## src/logic/trsc_cfg.svh

```systemverilog
`ifndef TRSC_CFG_SVH
`define TRSC_CFG_SVH
// register byte offsets
`define TRSC_OFS_CTRL    8'h00
`define TRSC_OFS_STAGE   8'h04
`define TRSC_OFS_NEXT    8'h08
`define TRSC_OFS_OWN     8'h0C
`define TRSC_OFS_STATUS  8'h10
// network_control_one bit positions
`define TRSC_B_UPDATE    0
`define TRSC_B_TIMERS_DISABLE      1
`define TRSC_B_GETRING   3
`define TRSC_B_ADDRESS_DRIVE_ENABLE      4
`define TRSC_B_INIT      5
`define TRSC_B_PIGGY     6
`define TRSC_B_DIAG      7
// bit 2 is reserved and reads zero
`define TRSC_CTRL_MASK   8'hFB
`define TRSC_CTRL_RESET  8'h00
`define TRSC_STAGE_RESET 8'h01
`define TRSC_OWN_RESET   8'h01
// valid node address range
`define TRSC_ADDR_MIN    8'h01
`define TRSC_ADDR_MAX    8'hFE
`endif

```

## src/logic/trsc_pkg.sv

```systemverilog
package trsc_pkg;
   // scan sequencer states
   typedef enum logic [1:0] {
      TRSC_IDLE = 2'b00,
      TRSC_SEND = 2'b01,
      TRSC_WAIT = 2'b10
   } trsc_scan_t;
   typedef logic [7:0] trsc_node_t;
endpackage : trsc_pkg

```

## src/logic/trsc_top.sv

```systemverilog
// Added by the designer: the Wishbone interface to the registers and the placing of the registers.
`timescale 1ns/100ps
`include "trsc_cfg.svh"

module trsc_top (
   // clock, reset, enable
   input  wire logic             ref_clk,
   input  wire logic             rst_b,
   input  wire logic             ce,
   // wishbone slave
   input  wire logic             wb_cyc_i,
   input  wire logic             wb_stb_i,
   input  wire logic             wb_we_i,
   input  wire logic [7:0]       wb_adr_i,
   input  wire logic [3:0]       wb_sel_i,
   input  wire logic [31:0]      wb_dat_i,
   output logic      [31:0]      wb_dat_o,
   output logic                  wb_ack_o,
   // dma address pins
   input  wire logic [15:0]      dma_addr,
   input  wire logic             dma_acknowledge_n,
   output logic      [15:0]      addr_out,
   output logic                  addr_oe,
   // ring events
   input  wire logic             net_active,
   input  wire logic             dead_timer_expired,
   input  wire logic             scan_frame_rx,
   input  wire logic             node_responded,
   input  wire trsc_pkg::trsc_node_t responder_addr,
   input  wire logic             pass_timeout,
   output logic                  tp_req,
   output trsc_pkg::trsc_node_t  tp_dest,
   // transmit end of burst
   input  wire logic             last_frame,
   input  wire logic             last_by_limit,
   input  wire logic             last_by_final,
   input  wire logic             last_by_chain_end,
   output logic                  piggyback_token
);
   import trsc_pkg::*;

   logic [7:0] ctrl_reg;
   trsc_node_t stage_reg;
   trsc_node_t next_reg;
   trsc_node_t own_reg;
   trsc_node_t dest_reg;
   trsc_node_t dest_next;
   trsc_scan_t state_reg;
   logic       net_prev_reg;
   logic [1:0] result_reg;
   logic       acc;
   logic       wr;
   logic       wr_ctrl;
   logic       net_entry;
   logic       timers_disable;
   logic       scan_start;
   logic       resp_hit;
   logic       step;

   // ascending circular successor within the valid range
   function automatic trsc_node_t trsc_inc(input trsc_node_t a);
      if (a >= `TRSC_ADDR_MAX || a < `TRSC_ADDR_MIN) begin
         return `TRSC_ADDR_MIN;
      end
      return trsc_node_t'(a + 8'h01);
   endfunction : trsc_inc

   // bus decode; a write lands in the cycle the ack is raised
   assign acc     = wb_cyc_i && wb_stb_i && !wb_ack_o;
   assign wr      = acc && wb_we_i && wb_sel_i[0];
   assign wr_ctrl = wr && (wb_adr_i == `TRSC_OFS_CTRL);
   assign timers_disable    = ctrl_reg[`TRSC_B_TIMERS_DISABLE];
   assign net_entry = net_active && !net_prev_reg;

   // scan launches only from a live dead-timer expiry
   assign scan_start = (state_reg == TRSC_IDLE) && dead_timer_expired &&
                       ctrl_reg[`TRSC_B_INIT] &&
                       !timers_disable &&
                       !ctrl_reg[`TRSC_B_DIAG];
   assign resp_hit = (state_reg == TRSC_WAIT) && node_responded;
   // pass timeout is a protocol timer, so timers_disable masks it
   assign step      = (state_reg == TRSC_WAIT) && !node_responded &&
                      !scan_frame_rx && pass_timeout && !timers_disable;
   assign dest_next = trsc_inc(dest_reg);

   // single-cycle ack, dropped the cycle after
   always_ff @(posedge ref_clk or negedge rst_b) begin
      if (!rst_b) begin
         wb_ack_o <= 1'b0;
      end else if (ce) begin
         wb_ack_o <= acc;
      end
   end

   // read mux, unmapped offsets read zero
   always_ff @(posedge ref_clk or negedge rst_b) begin
      if (!rst_b) begin
         wb_dat_o <= 32'h0000_0000;
      end else if (ce && acc && !wb_we_i) begin
         unique case (wb_adr_i)
            `TRSC_OFS_CTRL:   wb_dat_o <= {24'h00_0000, ctrl_reg};
            `TRSC_OFS_STAGE:  wb_dat_o <= {24'h00_0000, stage_reg};
            `TRSC_OFS_NEXT:   wb_dat_o <= {24'h00_0000, next_reg};
            `TRSC_OFS_OWN:    wb_dat_o <= {24'h00_0000, own_reg};
            `TRSC_OFS_STATUS: wb_dat_o <= {26'h000_0000, result_reg,
                                           1'b0, state_reg, net_active};
            default:          wb_dat_o <= 32'h0000_0000;
         endcase
      end
   end

   // control register; a host set wins over the self-clear
   always_ff @(posedge ref_clk or negedge rst_b) begin
      if (!rst_b) begin
         ctrl_reg <= `TRSC_CTRL_RESET;
      end else if (ce) begin
         if (wr_ctrl) begin
            ctrl_reg <= wb_dat_i[7:0] & `TRSC_CTRL_MASK;
         end else if (ctrl_reg[`TRSC_B_UPDATE]) begin
            ctrl_reg[`TRSC_B_UPDATE] <= 1'b0;
         end
      end
   end

   // staging register for the host-defined successor
   always_ff @(posedge ref_clk or negedge rst_b) begin
      if (!rst_b) begin
         stage_reg <= `TRSC_STAGE_RESET;
      end else if (ce && wr && wb_adr_i == `TRSC_OFS_STAGE) begin
         stage_reg <= wb_dat_i[7:0];
      end
   end

   // own address is frozen while the ring is live
   always_ff @(posedge ref_clk or negedge rst_b) begin
      if (!rst_b) begin
         own_reg <= `TRSC_OWN_RESET;
      end else if (ce && wr && wb_adr_i == `TRSC_OFS_OWN && !net_active) begin
         own_reg <= wb_dat_i[7:0];
      end
   end

   // edge detect for entry into network state
   always_ff @(posedge ref_clk or negedge rst_b) begin
      if (!rst_b) begin
         net_prev_reg <= 1'b0;
      end else if (ce) begin
         net_prev_reg <= net_active;
      end
   end

   // successor; ring-wide events outrank a host update
   always_ff @(posedge ref_clk or negedge rst_b) begin
      if (!rst_b) begin
         next_reg <= `TRSC_STAGE_RESET;
      end else if (ce) begin
         if (net_entry) begin
            next_reg <= trsc_inc(own_reg);
         end else if (scan_frame_rx) begin
            next_reg <= trsc_inc(own_reg);
         end else if (resp_hit) begin
            next_reg <= responder_addr;
         end else if (ctrl_reg[`TRSC_B_UPDATE]) begin
            next_reg <= stage_reg;
         end
      end
   end

   // scan sequencer: one token pass at a time, upward
   always_ff @(posedge ref_clk or negedge rst_b) begin
      if (!rst_b) begin
         state_reg  <= TRSC_IDLE;
         dest_reg   <= `TRSC_STAGE_RESET;
         result_reg <= 2'b00;
      end else if (ce) begin
         unique case (state_reg)
            TRSC_IDLE: begin
               if (scan_start) begin
                  state_reg  <= TRSC_SEND;
                  dest_reg   <= next_reg;
                  result_reg <= 2'b00;
               end
            end
            TRSC_SEND: begin
               state_reg <= TRSC_WAIT;
            end
            TRSC_WAIT: begin
               if (resp_hit || scan_frame_rx) begin
                  state_reg  <= TRSC_IDLE;
                  result_reg <= 2'b01;
               end else if (step && dest_next == own_reg) begin
                  state_reg  <= TRSC_IDLE;
                  result_reg <= 2'b10;
               end else if (step) begin
                  state_reg <= TRSC_SEND;
                  dest_reg  <= dest_next;
               end
            end
            default: begin
               state_reg <= TRSC_IDLE;
            end
         endcase
      end
   end

   // token pass request, one cycle per destination
   always_ff @(posedge ref_clk or negedge rst_b) begin
      if (!rst_b) begin
         tp_req  <= 1'b0;
         tp_dest <= 8'h00;
      end else if (ce) begin
         tp_req  <= (state_reg == TRSC_SEND);
         tp_dest <= dest_reg;
      end
   end

   // address pins; dma_acknowledge_n forces drive even when disabled
   always_ff @(posedge ref_clk or negedge rst_b) begin
      if (!rst_b) begin
         addr_out <= 16'h0000;
         addr_oe  <= 1'b0;
      end else if (ce) begin
         addr_out <= dma_addr;
         addr_oe  <= ctrl_reg[`TRSC_B_ADDRESS_DRIVE_ENABLE] ||
                     !dma_acknowledge_n;
      end
   end

   // piggyback only when the last frame was chosen, not exhausted
   always_ff @(posedge ref_clk or negedge rst_b) begin
      if (!rst_b) begin
         piggyback_token <= 1'b0;
      end else if (ce) begin
         piggyback_token <= last_frame && ctrl_reg[`TRSC_B_PIGGY] &&
                            (last_by_limit || last_by_final) &&
                            !last_by_chain_end;
      end
   end
endmodule : trsc_top

```

## config.mk

```make
export PLATFORM = sky130hd
export DESIGN_NAME = trsc_top
export DESIGN_NICKNAME = d
export VERILOG_FILES = /design/src/logic/trsc_pkg.sv /design/src/logic/trsc_top.sv
export VERILOG_INCLUDE_DIRS = /design/src /design/src/logic
export SDC_FILE = /design/constraint.sdc
export NUM_CORES = 1
export LEC_CHECK = 0
export BUFFER_PORTS_ARGS = -buffer_cell sky130_fd_sc_hd__buf_2
export CELL_PAD_IN_SITES_DETAIL_PLACEMENT = 0
export CELL_PAD_IN_SITES_GLOBAL_PLACEMENT = 1
export CORE_MARGIN = 10
export CORE_UTILIZATION = 35
export CTS_CLUSTER_SIZE = 10
export DETAILED_ROUTE_END_ITERATION = 8
export GPL_TIMING_DRIVEN = 0
export PLACE_DENSITY = 0.8
export SETUP_SLACK_MARGIN = 0.5
export SYNTH_ARGS = -nofsm -noshare
export SYNTH_HDL_FRONTEND = slang
export SYNTH_SLANG_ARGS = --single-unit
```

## constraint.sdc

```tcl
create_clock -name ref_clk -period 8.65 [get_ports ref_clk]
set_clock_uncertainty 0.1 [all_clocks]
set_input_delay 1.2975 -clock ref_clk [delete_from_list [all_inputs] [get_ports ref_clk]]
set_output_delay 1.2975 -clock ref_clk [all_outputs]
set_load 0.02 [all_outputs]
```

==> metrics.md <==
| Metric | Value |
|---|---|
| Final min period | 4300 ps |
| Mapped Cells | 446 |
| Crit-path max FO | 10 |
| DR vias | 3932 |
| Power Density | 204 nW/um2 |
| Initial Util | 0.359 |
| Final Cycle Share | 0.497 |
| Crit Path Class | reg2reg |
| Clk pwr share | 0.337 |
| I/O Pins | 144 |
| Layout cells sized above 1 | 0.355 |
| Internal power | 0.772 mW |
| Die ar. | 18000 um2 |
| Maximum VDD drop | 109 uV |
| Final setup viols | 0 |
| Total Wirelength | 13500 um |
| Worst Hold End | wb_dat_o[2] |
| DRC errors left | 0 |
| TritonRoute pass-1 iters | 5 |
| Gp weighted congestion | 0.913 |
| Area delta synth->final | 24.0% |
| Max Slew Vio Count | 0 |
| Startpoint types | register |
| Die H | 134 um |
| Fill count | 1249 |
| Top post-synthesis cells by area | dfrtp_1, mux2_2, buf_4 |
| Clk buf depth | 2 |
| Post-CTS setup buffers | 0 |
| Switching share of power | 0.333 |
| DP Area | 5370 um2 |
| Port bufs | 92 |
| Fin. Hold Viols | 0 |
| ANT cells | 0 |
| Initial antenna violation count | 0 |
| Rows | 41 |
| Worst hold path class | reg2reg |
| Min Hold Slack | 383 ps |
| Setup_tns | 0 ps |
| Post-synth top area share | 0.416 |
| Number of max-cap violations | 0 |
| Flop pwr share | 0.387 |
| Largest Register | addr_out |
| Family with the most delay on the worst path | compound AO/OA/AOI/OAI gates |
| Routed length per instance | 18.0 um |
| Async SR Flop Fraction | 1.00 |
| Worst path bufs/invs | 2 |
| Avg Inst Size Synth | 10.3 um2 |
| Yosys reg bits | 80 |
| Slew HR | 0.219 |
| Hold Crit Depth | 2 |
| Fmax | 233 MHz |
| Clock Sinks | 80 |
| Reg-to-reg startpoint | dest_reg[0] |
| PostCTS Resize Cnt | 0 |
| Combinational share of power | 0.276 |
| Yosys Warn Count | 0 |
| Die Wd | 134 um |
| CP Cell Sequence | clkbuf_1 > inv_1 > ha_1 > o2111ai_1 > or2_2 > nand2_1 > o311ai_0 > nor4b_4 > nor2_2 > o221ai_1 |
| Total grt overflow | 0 |
| Final ANT Viol Nets | 0 |
| Core Util, Final | 0.446 |
| Internal reg-to-reg setup slack | 4350 ps |
| Vias in the first global route | 4111 |
| Design Area, Final | 5670 um2 |
| Leak | 2.65 nW |
| Hold Crit Start | wb_dat_o[2] |
| CP max-delay cell | o311ai_0 |
| Ys flop type | dfrtp_1 |
| Max reg flops | 16 |
| RSZ-0062 raised after global routing | false |
| Root Driver | clkbuf_16 |
| Worst Setup SP | dest_reg[0] |
| Slew @ Worst Pin | 1160 ps |
| Via density | 5.24 |
| Crit path DAT | 4440 ps |
| GR Util All Layers | 0.150 |
| Hold buffer count at CTS | 0 |
| Dominant cell type by area after synthesis | dfrtp_1 |
| Drt first-iter violations | 463 |
| Switching Power | 0.386 mW |
| Clock transition at path regs | 60 ps |
| Core box area | 12700 um2 |
| Worst Path Required | 8790 ps |
| EDFF count, synth | 0 |
| Clk_lat worst skew | 340 ps |
| Hpwl dp | 10500 um |
| # H-tree levels | 3 |
| Synthesized area | 4570 um2 |
| Cells on worst reg2reg path | 10 |
| Worst path max stage delay | 1020 ps |
| Largest net degree at the start of global routing | 50 |
| CTS Buf Count | 9 |
| Status | finished, final reports clean |
| Global-route wire length before repair | 21900 um |
| Sequential share of the synthesized area | 0.439 |
| Netlist cell types | 65 |
| Final Net Count | 663 |
| Critical R2R Capture | dest_reg[7] |
| CTS tree | built |
| Worst setup EP type | register |
-- metrics by stage --
stage | instances | total power [mW] | worst slack (ps)
3_5_place_dp | 734 | 0.771 | 4400
4_1_cts | 750 | 1.17 | 4370
2_1_floorplan | 469 | 0.663 | 5300
5_1_grt | 750 | 1.22 | 4100
6_report | 750 | 1.16 | 4350
3_3_place_gp | 733 | 0.762 | 4380
-- cell usage in the layout (no fill, tap or decap), types with 3 or more instances in the layout --
master     count
buf_2         93
dfrtp_1       76
mux2_2        47
nand2_1       44
o21ai_0       33
buf_4         25
conb_1        24
nor2_1        20
inv_1         17
clkbuf_1      16
nand3_1       14
mux2i_1       13
a21oi_1       10
clkbuf_16      9
nor3_1         8
a22oi_1        7
o22a_1         7
o22ai_1        6
ha_1           6
buf_1          5
nor2b_1        5
xor2_1         5
and3_1         4
a31oi_1        4
a222oi_1       4
dfstp_2        4
o211ai_1       3
nand2b_1       3
xnor2_1        3
nand4_1        3
a31o_2         3
mux4_2         3
-- kinds of logic (layout without fill, tap and decap cells) --
family / count (synthesis) / in the layout / share of synthesized area
AOI/OAI and AO/OA: 99 / 99 / 0.150
xor gates and xnor gates: 8 / 8 / 0.0153
adders and majority gates: 6 / 6 / 0.0164
buffers and inverters: 65 / 174 / 0.0752
DFF: 80 / 80 / 0.439
muxes: 63 / 63 / 0.159
other: 1 / 24 / 0.000820
and+or+nand+nor: 124 / 124 / 0.144
-- cells in the mapped netlist, types with 3 or more instances --
library cell / n
nor2b_1: 5
o22a_1: 7
nand3_1: 14
ha_1: 6
nor3_1: 8
a222oi_1: 4
xnor2_1: 3
mux2_2: 47
nand4_1: 3
dfstp_2: 4
o211ai_1: 3
inv_1: 17
clkbuf_1: 16
a31oi_1: 4
buf_1: 5
nand2b_1: 3
nor2_1: 20
mux2i_1: 13
and3_1: 4
o21ai_0: 33
mux4_2: 3
dfrtp_1: 76
nand2_1: 44
buf_4: 24
xor2_1: 5
a22oi_1: 7
o22ai_1: 6
a21oi_1: 10
a31o_2: 3
-- power by group through the flow --
stage | sequential (mW) | combinational (mW) | clock, mW
6_report | 0.448 | 0.320 | 0.391
5_1_grt | 0.453 | 0.351 | 0.417
4_1_cts | 0.447 | 0.318 | 0.400
3_5_place_dp | 0.454 | 0.317 | 0
3_3_place_gp | 0.452 | 0.311 | 0
2_1_floorplan | 0.468 | 0.195 | 0
-- cell type report --
cell class                 count  area [um2]  share of cell area
inverter                      17        63.8              0.0113
buffer                        48         280              0.0494
clock buffer                  10         239              0.0421
clock inverter                 6        67.6              0.0119
sequential                    80        2010               0.354
multi-input combinational    324        2310               0.407
timing repair buffer          93         490              0.0865
tap                          172         215              0.0379
-- worst reg2reg max path, delay by kind of cell (launching register included) --
family,cells,cell delay (ps)
AO/OA/AOI/OAI,3,1530
flip-flops,1,530
AND/OR/NAND/NOR,4,1150
buffers and inverters,2,640
adder cells (fa/ha/maj),1,240
-- worst max path at each step --
stage,end,cells past startpoint
finish,dest_reg[7],10
global route,dest_reg[7],10
CTS,dest_reg[7],10
detailed placement,dest_reg[7],10
global placement,dest_reg[7],10
floorplan,dest_reg[3],6
-- metal layers --
layer,track usage,share of wire,up-vias
met5,0,0,-
li1,-,-,1831
met1,0.188,0.43,1920
met2,0.238,0.47,165
met4,0.0435,0.015,0
met3,0.0508,0.086,16
(Power assumes the default switching activity.)
